===== config.mk =====
export PLATFORM = sky130hd
export DESIGN_NAME = remote_wake_enable_logic
export DESIGN_NICKNAME = d
export VERILOG_FILES = /design/src/common/wake_pkg.sv /design/src/core/remote_wake_enable_logic.sv
export SDC_FILE = /design/constraint.sdc
export NUM_CORES = 1
export LEC_CHECK = 0
export ABC_CLOCK_PERIOD_IN_PS = 2800
export BUFFER_PORTS_ARGS = -buffer_cell sky130_fd_sc_hd__buf_2
export CELL_PAD_IN_SITES_DETAIL_PLACEMENT = 0
export CELL_PAD_IN_SITES_GLOBAL_PLACEMENT = 1
export CORE_UTILIZATION = 35
export CTS_CLUSTER_SIZE = 24
export DETAILED_ROUTE_END_ITERATION = 16
export GPL_TIMING_DRIVEN = 0
export MAX_ROUTING_LAYER = met4
export PLACE_DENSITY_LB_ADDON = 0.2
export RECOVER_POWER = 25
export SLEW_MARGIN = 20
export SYNTH_ARGS = -nofsm -noshare
export SYNTH_HDL_FRONTEND = slang
export SYNTH_SLANG_ARGS = --single-unit

===== constraint.sdc =====
create_clock -name clk -period 2.8 [get_ports clk]
set_clock_uncertainty 0.05 [all_clocks]
set_input_delay 0.7 -clock clk [delete_from_list [all_inputs] [get_ports clk]]
set_output_delay 0.7 -clock clk [all_outputs]
set_load 0.01 [all_outputs]

===== src/common/wake_pkg.sv =====
package wake_pkg;

    // Register byte offsets on the APB window
    localparam logic [7:0] OFS_PM_CTRL  = 8'h00;
    localparam logic [7:0] OFS_WAKE_POL = 8'h04;
    localparam logic [7:0] OFS_GATE_CFG = 8'h08;
    localparam logic [7:0] OFS_PIN_CFG  = 8'h0C;
    localparam logic [7:0] OFS_INTERRUPT_STATUS_REG  = 8'h10;
    localparam logic [7:0] OFS_MAC_WAKE = 8'h14;

    // Line counts
    localparam int GPIO_LINES = 11;
    localparam int GATED_LINES = 8;
    localparam int SHARED_LINES = 3;
    localparam int LINK_LINE = 7;

    // Power management control fields
    localparam int PM_SEL_LSB = 0;
    localparam int PM_NET_EN = 2;
    localparam int PM_ENERGY_DETECT_WAKE_ENABLE = 3;
    localparam int PM_WSTAT_LSB = 4;
    localparam int PM_EDPD_CTL = 6;
    localparam int PM_SUSPENDED = 8;
    localparam int PM_WAKING = 9;

    // Wake enable and polarity fields
    localparam int WP_POL_LSB = 16;
    localparam int WP_LINK_EN = 31;

    // Shared pin config fields: function 2 bits per line, then direction
    localparam int PC_DIR_LSB = 8;
    localparam logic [1:0] FUNC_GPIO = 2'h0;

    // MAC wakeup control and status fields
    localparam int MW_SA_EN = 0;
    localparam int MW_BC_EN = 1;
    localparam int MW_FRX_LSB = 4;

    // Wake status bit positions
    localparam int WS_ENERGY = 0;
    localparam int WS_NET = 1;

    // Reset values
    localparam logic EDPD_CTL_RST = 1'b1;

    typedef enum logic [1:0] {
        ST_NORMAL    = 2'b00,
        ST_SUSPENDED = 2'b01,
        ST_WAKING    = 2'b10
    } pm_state_t;

    typedef enum logic [1:0] {
        SUSP_0 = 2'b00,
        SUSP_1 = 2'b01,
        SUSP_2 = 2'b10,
        SUSP_3 = 2'b11
    } susp_sel_t;

    typedef struct packed {
        logic        psel;
        logic        penable;
        logic        pwrite;
        logic [7:0]  paddr;
        logic [31:0] pwdata;
    } apb_req_t;

    typedef struct packed {
        logic [31:0] prdata;
        logic        pready;
        logic        pslverr;
    } apb_rsp_t;

    typedef struct packed {
        logic [10:0] gpio_pin;
        logic        phy_link_up;
        logic        phy_energy_int;
        logic        rx_station_hit;
        logic        rx_broadcast_hit;
        logic        rx_good_frame;
    } wake_src_t;

endpackage


===== src/core/remote_wake_enable_logic.sv =====
// Summary of operation
// - Link-up wake uses line 7, only in suspend states 0 or 3.
// - Line 7 pin level ignored while it carries link-up wake.
// - GPIO wake stays suspended, raises wake, sets line status.
// - Stale network status wakes at once when network enable set.
// - Network status bit stays set while MAC event is asserted.
// - Selector stays readable; frame-received bits show wake cause.
// - In energy power-down, no frames pass; PHY flags line activity.
// - Energy status bit stays set while PHY interrupt asserted.
// - Energy detected while armed stays suspended, raises wake.
// - Stale line 7 status causes an immediate wake.
// - Good frame in suspend state 3 stays suspended, wakes.
// - Network wake only in state 0, energy wake only in state 1.
// - Lines 8-10 wake gating derived from function and direction.
//
// The APB slave port and the register addresses were left to the implementer.
`timescale 1ns/1ps
module remote_wake_enable_logic (
    input  wire logic                clk,
    input  wire logic                rst,
    input  wire wake_pkg::apb_req_t  apb_req,
    output wire wake_pkg::apb_rsp_t  apb_rsp,
    input  wire wake_pkg::wake_src_t wake_src,
    input  wire logic                usb_suspend,
    output wire logic                remote_wake,
    output wire logic                suspended,
    output wire logic                phy_edpd_on
);

    typedef struct packed {
        wake_pkg::pm_state_t state;
        wake_pkg::susp_sel_t sel;
        logic                net_en;
        logic                energy_detect_wake_enable;
        logic                edpd_ctl;
        logic [1:0]          wstat;
        logic [10:0]         gwake_en;
        logic [10:0]         gpol;
        logic                link_en;
        logic [7:0]          gate;
        logic [5:0]          func;
        logic [2:0]          dir;
        logic [10:0]         gint;
        logic                sa_en;
        logic                bc_en;
        logic [2:0]          frx;
        logic [10:0]         src_prev;
        logic                remote_wake;
        logic                suspended;
        logic                edpd_on;
        wake_pkg::apb_rsp_t  rsp;
    } core_t;

    core_t st_ff;
    core_t nxt_st;

    logic [10:0] src_lvl;
    logic [10:0] gate_ok;
    logic [10:0] gpio_hit;
    logic        link_state_ok;
    logic        good_mode;
    logic        mac_evt;
    logic        good_evt;
    logic        net_hit;
    logic        ed_hit;
    logic        wake_req;
    logic        access;
    logic        fire;
    logic [31:0] rd_data;
    logic        rd_err;

    // Line counts must tile the pin fields; the link line must be gated
    if (($bits(wake_src.gpio_pin) != wake_pkg::GPIO_LINES) ||
        (wake_pkg::GATED_LINES + wake_pkg::SHARED_LINES !=
         wake_pkg::GPIO_LINES) ||
        (wake_pkg::LINK_LINE >= wake_pkg::GATED_LINES)) begin : g_bad_cfg
        $error("line counts do not fit the wake logic");
    end

    // Link-up wake counts only in suspend states 0 and 3
    // link-up state gate
    assign link_state_ok = (st_ff.sel == wake_pkg::SUSP_0) ||
                           (st_ff.sel == wake_pkg::SUSP_3);

    // Per-line active level, gating and wake hit
    for (genvar i = 0; i < wake_pkg::GPIO_LINES; i++) begin : g_line
        if (i == wake_pkg::LINK_LINE) begin : g_link
            assign src_lvl[i] = st_ff.link_en ? wake_src.phy_link_up :
                (wake_src.gpio_pin[i] == st_ff.gpol[i]);
            // link mode needs state 0 or 3
            assign gpio_hit[i] = st_ff.gint[i] & st_ff.gwake_en[i] &
                gate_ok[i] & (~st_ff.link_en | link_state_ok);
        end else begin : g_plain
            assign src_lvl[i] = (wake_src.gpio_pin[i] == st_ff.gpol[i]);
            assign gpio_hit[i] = st_ff.gint[i] & st_ff.gwake_en[i] &
                gate_ok[i];
        end
        if (i < wake_pkg::GATED_LINES) begin : g_gated
            assign gate_ok[i] = ~st_ff.gate[i];
        end else begin : g_shared
            assign gate_ok[i] =
                (st_ff.func[2*(i-wake_pkg::GATED_LINES) +: 2] ==
                 wake_pkg::FUNC_GPIO) &&
                !st_ff.dir[i-wake_pkg::GATED_LINES];
        end
    end

    // Frame events; none pass while the PHY sits in energy power-down
    // no frames in power-down
    assign good_mode = ~st_ff.sa_en & ~st_ff.bc_en;
    assign mac_evt = ~st_ff.edpd_on &
        ((wake_src.rx_station_hit & st_ff.sa_en) |
         (wake_src.rx_broadcast_hit & st_ff.bc_en));
    assign good_evt = ~st_ff.edpd_on & good_mode & wake_src.rx_good_frame;

    // Status combined with enable and selected state
    // state-qualified network and energy
    // good frame only in state 3
    assign net_hit = st_ff.wstat[wake_pkg::WS_NET] &
        ((st_ff.net_en & (st_ff.sel == wake_pkg::SUSP_0)) |
         (good_mode & (st_ff.sel == wake_pkg::SUSP_3)));
    assign ed_hit = st_ff.wstat[wake_pkg::WS_ENERGY] & st_ff.energy_detect_wake_enable &
        (st_ff.sel == wake_pkg::SUSP_1);
    // stale line status wakes at once
    assign wake_req = (|gpio_hit) | net_hit | ed_hit;

    // APB: one wait state, write lands on the pready edge
    assign access = apb_req.psel & apb_req.penable;
    assign fire = access & st_ff.rsp.pready;

    // Read mux; unmapped addresses answer with an error
    always_comb begin
        rd_data = 32'h0000_0000;
        rd_err = 1'b0;
        if (apb_req.paddr == wake_pkg::OFS_PM_CTRL) begin
            rd_data[wake_pkg::PM_SEL_LSB +: 2] = st_ff.sel;
            rd_data[wake_pkg::PM_NET_EN] = st_ff.net_en;
            rd_data[wake_pkg::PM_ENERGY_DETECT_WAKE_ENABLE] = st_ff.energy_detect_wake_enable;
            rd_data[wake_pkg::PM_WSTAT_LSB +: 2] = st_ff.wstat;
            rd_data[wake_pkg::PM_EDPD_CTL] = st_ff.edpd_ctl;
            rd_data[wake_pkg::PM_SUSPENDED] = st_ff.suspended;
            rd_data[wake_pkg::PM_WAKING] = st_ff.remote_wake;
        end else if (apb_req.paddr == wake_pkg::OFS_WAKE_POL) begin
            rd_data[10:0] = st_ff.gwake_en;
            rd_data[wake_pkg::WP_POL_LSB +: 11] = st_ff.gpol;
            rd_data[wake_pkg::WP_LINK_EN] = st_ff.link_en;
        end else if (apb_req.paddr == wake_pkg::OFS_GATE_CFG) begin
            rd_data[7:0] = st_ff.gate;
        end else if (apb_req.paddr == wake_pkg::OFS_PIN_CFG) begin
            rd_data[5:0] = st_ff.func;
            rd_data[wake_pkg::PC_DIR_LSB +: 3] = st_ff.dir;
        end else if (apb_req.paddr == wake_pkg::OFS_INTERRUPT_STATUS_REG) begin
            rd_data[10:0] = st_ff.gint;
        end else if (apb_req.paddr == wake_pkg::OFS_MAC_WAKE) begin
            rd_data[wake_pkg::MW_SA_EN] = st_ff.sa_en;
            rd_data[wake_pkg::MW_BC_EN] = st_ff.bc_en;
            rd_data[wake_pkg::MW_FRX_LSB +: 3] = st_ff.frx;
        end else begin
            rd_err = 1'b1;
        end
    end

    // Next state: bus writes first, then hardware sets win over clears
    always_comb begin
        nxt_st = st_ff;
        nxt_st.src_prev = src_lvl;
        nxt_st.rsp.pready = access & ~st_ff.rsp.pready;
        if (access && !st_ff.rsp.pready) begin
            nxt_st.rsp.prdata = apb_req.pwrite ? 32'h0000_0000 : rd_data;
            nxt_st.rsp.pslverr = rd_err;
        end
        if (fire && apb_req.pwrite) begin
            if (apb_req.paddr == wake_pkg::OFS_PM_CTRL) begin
                nxt_st.sel = wake_pkg::susp_sel_t'(
                    apb_req.pwdata[wake_pkg::PM_SEL_LSB +: 2]);
                nxt_st.net_en = apb_req.pwdata[wake_pkg::PM_NET_EN];
                nxt_st.energy_detect_wake_enable = apb_req.pwdata[wake_pkg::PM_ENERGY_DETECT_WAKE_ENABLE];
                nxt_st.edpd_ctl = apb_req.pwdata[wake_pkg::PM_EDPD_CTL];
                nxt_st.wstat = st_ff.wstat &
                    ~apb_req.pwdata[wake_pkg::PM_WSTAT_LSB +: 2];
            end else if (apb_req.paddr == wake_pkg::OFS_WAKE_POL) begin
                nxt_st.gwake_en = apb_req.pwdata[10:0];
                nxt_st.gpol = apb_req.pwdata[wake_pkg::WP_POL_LSB +: 11];
                nxt_st.link_en = apb_req.pwdata[wake_pkg::WP_LINK_EN];
            end else if (apb_req.paddr == wake_pkg::OFS_GATE_CFG) begin
                nxt_st.gate = apb_req.pwdata[7:0];
            end else if (apb_req.paddr == wake_pkg::OFS_PIN_CFG) begin
                nxt_st.func = apb_req.pwdata[5:0];
                nxt_st.dir = apb_req.pwdata[wake_pkg::PC_DIR_LSB +: 3];
            end else if (apb_req.paddr == wake_pkg::OFS_INTERRUPT_STATUS_REG) begin
                nxt_st.gint = st_ff.gint & ~apb_req.pwdata[10:0];
            end else if (apb_req.paddr == wake_pkg::OFS_MAC_WAKE) begin
                nxt_st.sa_en = apb_req.pwdata[wake_pkg::MW_SA_EN];
                nxt_st.bc_en = apb_req.pwdata[wake_pkg::MW_BC_EN];
                nxt_st.frx = st_ff.frx &
                    ~apb_req.pwdata[wake_pkg::MW_FRX_LSB +: 3];
            end
        end
        // line status set on a gated active edge
        nxt_st.gint = nxt_st.gint | (src_lvl & ~st_ff.src_prev & gate_ok);
        // set held while the MAC event stands
        nxt_st.wstat[wake_pkg::WS_NET] = nxt_st.wstat[wake_pkg::WS_NET] |
            mac_evt | good_evt;
        // set held while the PHY interrupt stands
        nxt_st.wstat[wake_pkg::WS_ENERGY] =
            nxt_st.wstat[wake_pkg::WS_ENERGY] | wake_src.phy_energy_int;
        // frame type that caused the wake
        nxt_st.frx = nxt_st.frx | {good_evt,
            wake_src.rx_broadcast_hit & st_ff.bc_en & ~st_ff.edpd_on,
            wake_src.rx_station_hit & st_ff.sa_en & ~st_ff.edpd_on};
        // Power-down active while its control bit is clear
        nxt_st.edpd_on = ~nxt_st.edpd_ctl;
        // Suspend and wake sequencing
        case (st_ff.state)
            wake_pkg::ST_NORMAL: begin
                if (usb_suspend) begin
                    nxt_st.state = wake_pkg::ST_SUSPENDED;
                end
            end
            wake_pkg::ST_SUSPENDED: begin
                if (!usb_suspend) begin
                    nxt_st.state = wake_pkg::ST_NORMAL;
                end else if (wake_req) begin
                    nxt_st.state = wake_pkg::ST_WAKING;
                end
            end
            wake_pkg::ST_WAKING: begin
                if (!usb_suspend) begin
                    nxt_st.state = wake_pkg::ST_NORMAL;
                end
            end
            default: begin
                nxt_st.state = wake_pkg::ST_NORMAL;
            end
        endcase
        nxt_st.remote_wake = (nxt_st.state == wake_pkg::ST_WAKING);
        nxt_st.suspended = (nxt_st.state != wake_pkg::ST_NORMAL);
    end

    // Single register stage for all state
    always_ff @(posedge clk) begin
        if (rst) begin
            st_ff <= '0;
            st_ff.edpd_ctl <= wake_pkg::EDPD_CTL_RST;
            // Levels already active at release are not taken as edges
            st_ff.src_prev <= {wake_pkg::GPIO_LINES{1'b1}};
        end else begin
            st_ff <= nxt_st;
        end
    end

    assign apb_rsp = st_ff.rsp;
    assign remote_wake = st_ff.remote_wake;
    assign suspended = st_ff.suspended;
    assign phy_edpd_on = st_ff.edpd_on;

    // Checks on the wake path
    a_pin_ignored: assert property (
        @(posedge clk) disable iff (rst)
        $rose(st_ff.gint[wake_pkg::LINK_LINE]) && $past(st_ff.link_en)
        && !$past(fire) |-> $past(wake_src.phy_link_up))
        else $error("line 7 status rose without link-up in link mode");

    a_link_state: assert property (
        @(posedge clk) disable iff (rst)
        st_ff.state == wake_pkg::ST_SUSPENDED && usb_suspend &&
        st_ff.link_en && !link_state_ok && !net_hit && !ed_hit &&
        (gpio_hit & 11'h77F) == 11'h000 |=> !remote_wake)
        else $error("link-up wake outside states 0 and 3");

    a_gpio_wake: assert property (
        @(posedge clk) disable iff (rst)
        st_ff.state == wake_pkg::ST_SUSPENDED && usb_suspend &&
        (|gpio_hit) |=> remote_wake && suspended)
        else $error("enabled line status did not raise wake");

    a_net_hold: assert property (
        @(posedge clk) disable iff (rst)
        mac_evt |=> st_ff.wstat[wake_pkg::WS_NET] [*1])
        else $error("network status dropped under MAC event");

    a_energy_hold: assert property (
        @(posedge clk) disable iff (rst)
        wake_src.phy_energy_int ##1 wake_src.phy_energy_int |->
        st_ff.wstat[wake_pkg::WS_ENERGY] ##1
        st_ff.wstat[wake_pkg::WS_ENERGY])
        else $error("energy status dropped under PHY interrupt");

    a_energy_wake: assert property (
        @(posedge clk) disable iff (rst)
        st_ff.state == wake_pkg::ST_SUSPENDED && usb_suspend &&
        st_ff.energy_detect_wake_enable && st_ff.wstat[wake_pkg::WS_ENERGY] &&
        st_ff.sel == wake_pkg::SUSP_1 |=> remote_wake)
        else $error("armed energy detect did not wake");

    a_net_state: assert property (
        @(posedge clk) disable iff (rst)
        $rose(remote_wake) && $past(gpio_hit) == 11'h000 &&
        !$past(ed_hit) && $past(st_ff.net_en) && !$past(good_mode) |->
        $past(st_ff.sel) == wake_pkg::SUSP_0)
        else $error("network wake outside state 0");

    a_wake_held: assert property (
        @(posedge clk) disable iff (rst)
        remote_wake && usb_suspend |=> remote_wake)
        else $error("remote wake dropped before resume");

    a_sel_kept: assert property (
        @(posedge clk) disable iff (rst)
        !(fire && apb_req.pwrite) |=> $stable(st_ff.sel))
        else $error("selector changed without a write");

    a_shared_gate: assert property (
        @(posedge clk) disable iff (rst)
        $rose(st_ff.gint[8]) |->
        $past(st_ff.func[1:0]) == wake_pkg::FUNC_GPIO && !$past(st_ff.dir[0]))
        else $error("line 8 status set while not a GPIO input");

    a_edpd_block: assert property (
        @(posedge clk) disable iff (rst)
        st_ff.edpd_on && !st_ff.wstat[wake_pkg::WS_NET] |=>
        !st_ff.wstat[wake_pkg::WS_NET])
        else $error("frame status set during energy power-down");

    a_stale_net: assert property (
        @(posedge clk) disable iff (rst)
        st_ff.state == wake_pkg::ST_SUSPENDED && usb_suspend &&
        st_ff.wstat[wake_pkg::WS_NET] && st_ff.net_en &&
        st_ff.sel == wake_pkg::SUSP_0 |=> remote_wake)
        else $error("pending network status did not wake");

endmodule


==> impl_metrics.ini, run 1 <==
[power]
p_total_mw = 3.05
power_density_nw_per_um2 = 541
comb_power_share_pct = 7.4
clockPowerShare_pct = 43.0
leakage_nw = 2.26
p_int_mw = 2.29
p_seq_share_pct = 49.6
peakVddDrop_uv = 352
sw_frac_of_total_pct = 25.0
power.switching_uw = 764

[critical_path]
cp_max_fo = 10
worst_r2r_endpoint = st_ff[103]$_SDFFE_PP0P_
endpoint = st_ff[103]$_SDFFE_PP0P_
critPathLaunchType = input pin
startpoint = apb_req[33]
reg2reg_slack_ns = 0.63
crit_required_ns = 2.96
cp_data_arrival_time_ns = 2.78
r2r-start = apb_rsp[1]$_SDFF_PP0_
path_class = input pin to register
r2r_cells = 6
cp-end-kind = register

[yosys]
yosysTopAreaCell = dfxtp_1
synth.distinct_cells = 51
yosys-top-cells-area = dfxtp_1, nand2_1, a21oi_1
async_flop_share_pct = 0
synth_edf_count = 0
netlist.area_leader.share_pct = 44.0
yosysMostFrequentCell = nand2_1
synth_area_sq_um = 4740
seq_area_frac_synth_pct = 44.0
synthFlopType = dfxtp_1
syn_inst = 571
ys_ff_latch = 104
yosys_warnings = 0
synth_common_cells = nand2_1, dfxtp_1, a21oi_1
synth_area_per_cell_sq_um = 8.30

[floorplanning]
die-height_microns = 118
die_x_microns = 118
die_area_sq_um = 14000
fp-row-count = 42
boundaryPins = 99
core-area_sq_um = 13200
initial_utilization_pct = 35.8

[global_route]
grt_usage_pct = 21.5
overflow = 0
grt_pass1_wl_microns = 22200
grt_max_degree = 19
antenna_found_initial = 0
grt_pass1_vias = 4038

[cells_and_area]
multiInputGateArea_sq_um = 2220
area_growth_pct = 19.1
n_fill_cell = 1433
n_antenna_cell = 0
layoutNonFillerInstCount = 847
drive_above_1_share_pct = 19.1
final_nets = 732
ff_latch_area_sq_um = 2080

[placement]
dpl_worst_slack_ns = -0.180
routabilityCongestion = 0.896
hpwl_microns = 10800
port_buffers = 77
dp.cells = 832

[clocking]
path_clk_slew_ns = 0.07
htreeDepth = 3
clock-sinks = 104
clockRootBuffer = clkbuf_16
cts_setup_buffers = 0
worst_skew_pair.late_latency_ns = 0.35
postCtsHoldBufs = 0
cts_resized = 0
cts_tree = yes
clockBufferDepth = 2
cts_buffers = 9

[sta]
fin_tns_setup_ns = 0
slew_headroom_pct = 48.9
fin_crit_sh_pct = 93.7
setup-violations-final = 0
final_hold_viol_count = 0
fin_ws_ns = 0.176
worst_pin_slew_ns = 0.760
maxSlewViolCount = 0
hold-worst-slack_ns = 0.401
fin_crit_ns = 2.62
fmax_ghz = 0.381
rsz0062_at_grt = false

[detailed_routing]
wirelength_microns = 14000
wl_met2_microns = 6330
vias = 4147
drcViolationCount = 0
wire_per_inst_microns = 16.5
met3_length_microns = 957
drt_iter0_drc = 237
highest_layer = met4
via_per_inst = 4.90
dr.pass1.iters = 5
wl_met1_microns = 6430
postRouteAntennaNets = 0

[outcome]
status = finished, final reports clean

[hold_path]
hold_class = register to register

[job]
drv_cap = 0
==> worst max-delay path, cell delays in order <==
cell and delay [ns]:
buf_2 0.09, or4_4 0.52, buf_6 0.15, nor4_4 0.59, nand2_1 0.29, buf_2 0.28
nand2_1 0.09, a21oi_1 0.06
==> cell families (layout without fill, tap and decap cells) <==
| family | after synthesis | count (layout) | share of synthesized area [%] |
|---|---|---|---|
| buffers and inverters | 77 | 169 | 9.83 |
| adder cells (fa/ha/maj) | 3 | 3 | 0.792 |
| multiplexers | 18 | 18 | 3.96 |
| AND/OR/NAND/NOR | 232 | 232 | 23.9 |
| AO/OA/AOI/OAI | 125 | 125 | 15.4 |
| XOR/XNOR | 11 | 11 | 2.03 |
| flip-flops | 104 | 104 | 44.0 |
| other | 1 | 9 | 0.0792 |
==> layout make-up <==
| type | instances | share of cell area [%] |
|---|---|---|
| clock buffers | 9 | 3.99 |
| flip-flops and latches | 104 | 36.9 |
| plain buffers | 67 | 7.58 |
| repair buffers | 77 | 6.23 |
| multi-input cells | 398 | 39.3 |
| inverters | 10 | 0.665 |
| well taps | 176 | 3.90 |
| clock inverters | 6 | 1.38 |
==> power groups by stage <==
stage                     Sequential, mW  Combinational (mW)  Clock [mW]
after floorplan                     1.54               0.127           0
final                               1.51               0.226        1.31
after detailed placement            1.55               0.226           0
after CTS                           1.51               0.227        1.33
after global routing                1.52               0.249        1.41
after global placement              1.55               0.223           0
==> flip-flops by register name (all words and copies together), names as in the netlist <==
register,count
apb_rsp,25
phy_edpd_on,1
remote_wake,1
st_ff,76
suspended,1
==> cells in the final DEF (no fill, tap or decap), types with 9 or more instances in the layout <==
cell and instances:
buf_4 34, clkbuf_16 9, inv_1 9, xor2_1 11, nand3_1 17, dfxtp_1 104, mux2i_1 12, nand2_1 118
o21ai_0 16, clkbuf_1 47, a21oi_1 68, a22oi_1 12, buf_2 56, conb_1 9, o22ai_1 9, nor2_1 41
==> layer usage <==
metal | vias to the layer above | global-route usage [%]
li1 | 2098 | -
met1 | 1872 | 27.5
met2 | 156 | 34.4
met3 | 21 | 4.34
met4 | 0 | 5.85
met5 | - | -
==> per-stage QoR <==
stage / area, sq um / utilization [%]
floorplan: 4770 / -
global route: 5640 / 42.6
detailed placement: 5370 / 40.6
finish: 5640 / 42.6
CTS: 5680 / 42.9
global placement: 5370 / 40.6
==> worst min path at each step <==
stage | endpoint | depth (start not counted) | slack [ns] | startpoint
floorplan | suspended$_SDFF_PP0_ | 1 | 0.37 | st_ff[111]$_SDFF_PP0_
CTS | apb_rsp[4]$_SDFFE_PP0P_ | 2 | 0.40 | apb_rsp[4]$_SDFFE_PP0P_
global route | apb_rsp[2]$_SDFFE_PP0P_ | 2 | 0.43 | apb_rsp[2]$_SDFFE_PP0P_
finish | apb_rsp[4]$_SDFFE_PP0P_ | 2 | 0.40 | apb_rsp[4]$_SDFFE_PP0P_
global placement | suspended$_SDFF_PP0_ | 1 | 0.39 | st_ff[111]$_SDFF_PP0_
detailed placement | apb_rsp[4]$_SDFFE_PP0P_ | 2 | 0.40 | apb_rsp[4]$_SDFFE_PP0P_
Power figures use the tool's default switching activity.
==> run 2, diff against run 1 <==
ABC_AREA = 1   (was unset)
==> run 2 against run 1 <==
Compared with the run above: die area rose by 3.0%; register-to-register slack better by 0.03 ns; power rose by 0.50%; combinational power decreased by 12%; synthesized cell count increased by 18%; first-iteration DRC count up 41%; wire length rose by 7.2%; critical path depth rose by 1; clock power rose by 3%; largest cell class unchanged; highest routed layer unchanged.
==> impl_metrics.ini, run 2 <==
[yosys]
netlist.area_leader.share_pct = 42.7
syn_inst = 673
synth.distinct_cells = 34
synth_area_sq_um = 4880
synth_area_per_cell_sq_um = 7.25
async_flop_share_pct = 0
yosys-top-cells-area = dfxtp_1, nand2_1, a21oi_1
yosysMostFrequentCell = nand2_1
synth_common_cells = nand2_1, dfxtp_1, a21oi_1
synthFlopType = dfxtp_1
seq_area_frac_synth_pct = 42.7
synth_edf_count = 0
yosys_warnings = 0
yosysTopAreaCell = dfxtp_1
ys_ff_latch = 104

[cells_and_area]
n_antenna_cell = 0
drive_above_1_share_pct = 18.8
final_core_util_pct = 43.4
largest_register_ffs = 76
layout_common_cells = nand2_1, dfxtp_1, a21oi_1, buf_2, inv_1
final_common_cell = nand2_1
final_area_sq_um = 5820
final_nets = 837
area_growth_pct = 19.1
top_register = st_ff

[sta]
final_hold_viol_count = 0
fin_tns_setup_ns = 0
maxSlewViolCount = 0
fin_ws_ns = 0.578
setup-violations-final = 0
slew_headroom_pct = 54.0
worst_pin_slew_ns = 0.690
fin_crit_ns = 2.22
rsz0062_at_grt = false
fin_crit_sh_pct = 79.3
fmax_ghz = 0.450

[global_route]
antenna_found_initial = 0
grt_pass1_wl_microns = 23500
grt_max_degree = 17
grt_pass1_vias = 4455
overflow = 0
grt_usage_pct = 22.5

[clocking]
clockRootBuffer = clkbuf_16
cts_resized = 0
cts_tree = yes
cts_setup_buffers = 0
cts_buffers = 9
clockBufferDepth = 2
worst_skew_pair.late_latency_ns = 0.35
clock-sinks = 104
path_clk_slew_ns = 0.07
postCtsHoldBufs = 0
htreeDepth = 3

[power]
leakage_nw = 2.43
power_density_nw_per_um2 = 528
peakVddDrop_uv = 347
p_total_mw = 3.07

[floorplanning]
boundaryPins = 99
fp-row-count = 42
die-height_microns = 120
die_x_microns = 120
initial_utilization_pct = 36.4
die_area_sq_um = 14400
core-area_sq_um = 13400

[critical_path]
cp_max_fo = 10
crit_required_ns = 2.97
cp_data_arrival_time_ns = 2.39
path_class = input pin to register
critPathLaunchType = input pin
cp-end-kind = register

[job]
drv_cap = 0

[detailed_routing]
via_per_inst = 4.85
postRouteAntennaNets = 0
wirelength_microns = 15000
wire_per_inst_microns = 15.8
drt_iter0_drc = 333
drcViolationCount = 0
dr.pass1.iters = 5
vias = 4621

[hold_path]
hold_class = register to register

[outcome]
status = finished, final reports clean

[placement]
dpl_worst_slack_ns = 0.223
routabilityCongestion = 0.880
place_area_sq_um = 5530
port_buffers = 80
hpwl_microns = 11600
==> run 2: area by class of cell <==
| class | count | area [sq um] |
|---|---|---|
| inverter | 68 | 255 |
| fill | 1435 | 7580 |
| buffer | 59 | 392 |
| multi-input combinational | 450 | 2180 |
| clock buffer | 11 | 233 |
| sequential | 104 | 2080 |
| tap | 176 | 220 |
| clock inverter | 4 | 77.6 |
| timing repair buffer | 80 | 374 |
==> run 2: worst paths after layout <==
kind | startpoint | to | slack (ns) | cells past startpoint
worst max-delay path | apb_req[40] | st_ff[54]$_SDFF_PP0_ | 0.58 | 9
worst min-delay path | st_ff[112]$_SDFF_PP0_ | suspended$_SDFF_PP0_ | 0.41 | 1
worst max register to register | apb_rsp[1]$_SDFF_PP0_ | st_ff[54]$_SDFF_PP0_ | 0.66 | 8
worst min register to register | st_ff[112]$_SDFF_PP0_ | suspended$_SDFF_PP0_ | 0.41 | 1
==> run 2: worst max-delay path, cell delays in order <==
cell	delay, ns
buf_2	0.10
nand4_1	0.34
inv_1	0.41
nand2_2	0.16
nor3_2	0.21
buf_4	0.22
nand2_1	0.07
a21oi_1	0.13
nor2_1	0.05
==> run 2: through the flow <==
stage	cells	hold WS, ns
after CTS	952	0.411
after floorplan	681	0.374
after global routing	952	0.432
after global placement	937	0.388
after detailed placement	937	0.402
final	952	0.412
==> run 2: logic make-up (layout without fill, tap and decap cells) <==
group,count (synthesis),in the layout,share of synthesized area [%]
buffers and inverters,127,222,13.3
DFF,104,104,42.7
AOI/OAI and AO/OA,142,142,15.4
other,1,9,0.0768
adders and majority gates,3,3,0.769
and+or+nand+nor,284,284,25.7
muxes,1,1,0.205
xor gates and xnor gates,11,11,1.97
==> run 2: where the power goes <==
| group | internal [mW] | switching [mW] | total (mW) |
|---|---|---|---|
| Clock | 0.785 | 0.570 | 1.35 |
| Combinational | 0.0708 | 0.127 | 0.198 |
| Sequential | 1.50 | 0.0145 | 1.52 |
| Total | 2.36 | 0.712 | 3.07 |
==> run 2: per-layer routing <==
| layer | wire length (microns) | part of all wire (%) | GRT usage, % |
|---|---|---|---|
| met5 | 0 | 0 | - |
| met4 | 327 | 2.2 | 8.75 |
| met3 | 540 | 3.6 | 2.80 |
| met2 | 6800 | 45 | 34.4 |
| met1 | 7350 | 49 | 30.0 |
==> run 3, diff against run 2 <==
ABC_CLOCK_PERIOD_IN_PS = 2000   (was 2800)
clock period = 2 ns   (was 2.8 ns; I/O delays follow)
==> run 3 against run 2 <==
Compared with the run above: utilization up 0.15 points; cell count up 0.21%; critical endpoint is now apb_rsp[6]$_SDFFE_PP0P_; worst hold slack got worse by 0.089 ns; sequential power is 39% higher; flip-flop and latch count did not move; clock power grew 41%.
==> impl_metrics.ini, run 3 (synthesis gave the netlist of run 2 again) <==
[clocking]
clockBufferDepth = 2
htreeDepth = 3
clock-sinks = 104
cts_tree = yes
worst_skew_pair.late_latency_ns = 0.36
clockRootBuffer = clkbuf_16
postCtsHoldBufs = 0
cts_buffers = 9
path_clk_slew_ns = 0.07

[outcome]
status = finished, final reports clean

[sta]
slew_headroom_pct = 52.7
fin_crit_ns = 1.83
setup-violations-final = 0
fin_tns_setup_ns = 0
rsz0062_at_grt = false
final_hold_viol_count = 0
fmax_ghz = 0.547
hold-worst-slack_ns = 0.324
fin_crit_sh_pct = 91.3
maxSlewViolCount = 0
worst_pin_slew_ns = 0.710

[hold_path]
hold_class = input pin to register
min_from = wake_src[7]
min_path_cells = 3

[detailed_routing]
highest_layer = met4
postRouteAntennaNets = 0
drcViolationCount = 0
via_per_inst = 4.85
wirelength_microns = 15000
drt_iter0_drc = 356
vias = 4629
wl_met2_microns = 6800
wire_per_inst_microns = 15.8
wl_met1_microns = 7130
dr.pass1.iters = 5
met3_length_microns = 766

[placement]
place_area_sq_um = 5530
hpwl_microns = 11600
routabilityCongestion = 0.880
dp.cells = 937
port_buffers = 80

[critical_path]
cp-end-kind = register
critPathBufInv = 4
cp_data_arrival_time_ns = 1.99
path_class = input pin to register
slowest_stage = buf_2
cp.depth = 12
critPathLaunchType = input pin
path_common_cell = nand2_1
cp_max_fo = 10
cp_cell_sequence = buf_2 > nor2_2 > nand2_4 > inv_2 > nand2_1 > buf_2 > o21ai_0 > inv_1 > nand2_1 > nand2_1 > nand2_1 > a21oi_1
r2r-start = apb_rsp[1]$_SDFF_PP0_
crit_required_ns = 2.17
slowest_delay_ns = 0.22
crit_family = simple AND/OR/NAND/NOR gates
r2r_cells = 9
startpoint = apb_req[39]

[cells_and_area]
final_area_sq_um = 5840
drive_above_1_share_pct = 19.2
largest_register_ffs = 76
top_register = st_ff
area_growth_pct = 19.6
final_core_util_pct = 43.5
final_common_cell = nand2_1
layoutNonFillerInstCount = 954
n_fill_cell = 1437
layout_common_cells = nand2_1, dfxtp_1, a21oi_1, buf_2, inv_1
ff_latch_area_sq_um = 2080
multiInputGateArea_sq_um = 2190
final_nets = 839
n_antenna_cell = 0

[global_route]
grt_pass1_vias = 4477
antenna_found_initial = 0
grt_usage_pct = 22.5
grt_max_degree = 17
overflow = 0
grt_pass1_wl_microns = 23500

[floorplanning]
core-area_sq_um = 13400
initial_utilization_pct = 36.4
die-height_microns = 120
fp-row-count = 42
boundaryPins = 99
die_area_sq_um = 14400
die_x_microns = 120

[power]
leakage_nw = 2.43
peakVddDrop_uv = 486
power_density_nw_per_um2 = 737

[job]
drv_cap = 0
==> run 3: changes by cell type in the layout (fill, tap and decap cells not counted) <==
cell,change
buf_4,+2
inv_1,-1
inv_2,+1
nor2_2,-1
nor2_4,+1
==> run 3: power breakdown <==
group | leakage [nW] | internal, mW | switching (mW)
sequential | 0.844 | 2.10 | 0.0203
clock | 0.150 | 1.10 | 0.799
combinational | 1.44 | 0.0997 | 0.179
==> run 3: area by class of cell <==
cell class	count	share of cell area, %
buffer	59	6.71
clock buffer	11	3.99
clock inverter	4	1.33
inverter	68	4.37
multi-input combinational	450	37.5
sequential	104	35.7
tap	176	3.77
timing repair buffer	82	6.67
==> run 3: path summary, 6_finish.rpt <==
| path | slack [ns] | to |
|---|---|---|
| worst max-delay path | 0.17 | apb_rsp[6]$_SDFFE_PP0P_ |
| worst min-delay path | 0.32 | st_ff[39]$_SDFF_PP1_ |
| worst max register to register | 0.23 | st_ff[54]$_SDFF_PP0_ |
| worst min register to register | 0.41 | suspended$_SDFF_PP0_ |
==> run 3: worst reg2reg max path, cell delays in order, from the launching register on <==
cell and delay [ns]:
dfxtp_1 0.37, nand4_1 0.10, buf_4 0.17, inv_2 0.16, nand2_2 0.13, nor3_2 0.20, buf_4 0.22, nand2_1 0.07
a21oi_1 0.13, nor2_1 0.05
==> run 3: repair_timing <==
| item | 4_1_cts | 5_1_grt |
|---|---|---|
| pin swaps | 1 | 0 |
| setup buffers | 2 | 0 |
| endpoints found under the setup margin | 45 | 2 |
| hold endpoints to repair | 0 | 0 |
| gates resized for setup | 1 | 1 |
==> run 3: layer usage <==
metal / vias to the layer above / global-route usage (%)
met5: - / -
li1: 2334 / -
met1: 2151 / 30.1
met4: 0 / 8.91
met2: 122 / 34.6
met3: 22 / 2.80
==> run 3: per-stage QoR <==
step / power (mW) / setup slack, ns
3_5_place_dp: 2.45 / -0.377
3_3_place_gp: 2.45 / -0.379
2_1_floorplan: 2.31 / 0.264
4_1_cts: 4.32 / 0.136
6_report: 4.30 / 0.173
5_1_grt: 4.44 / 0.0156
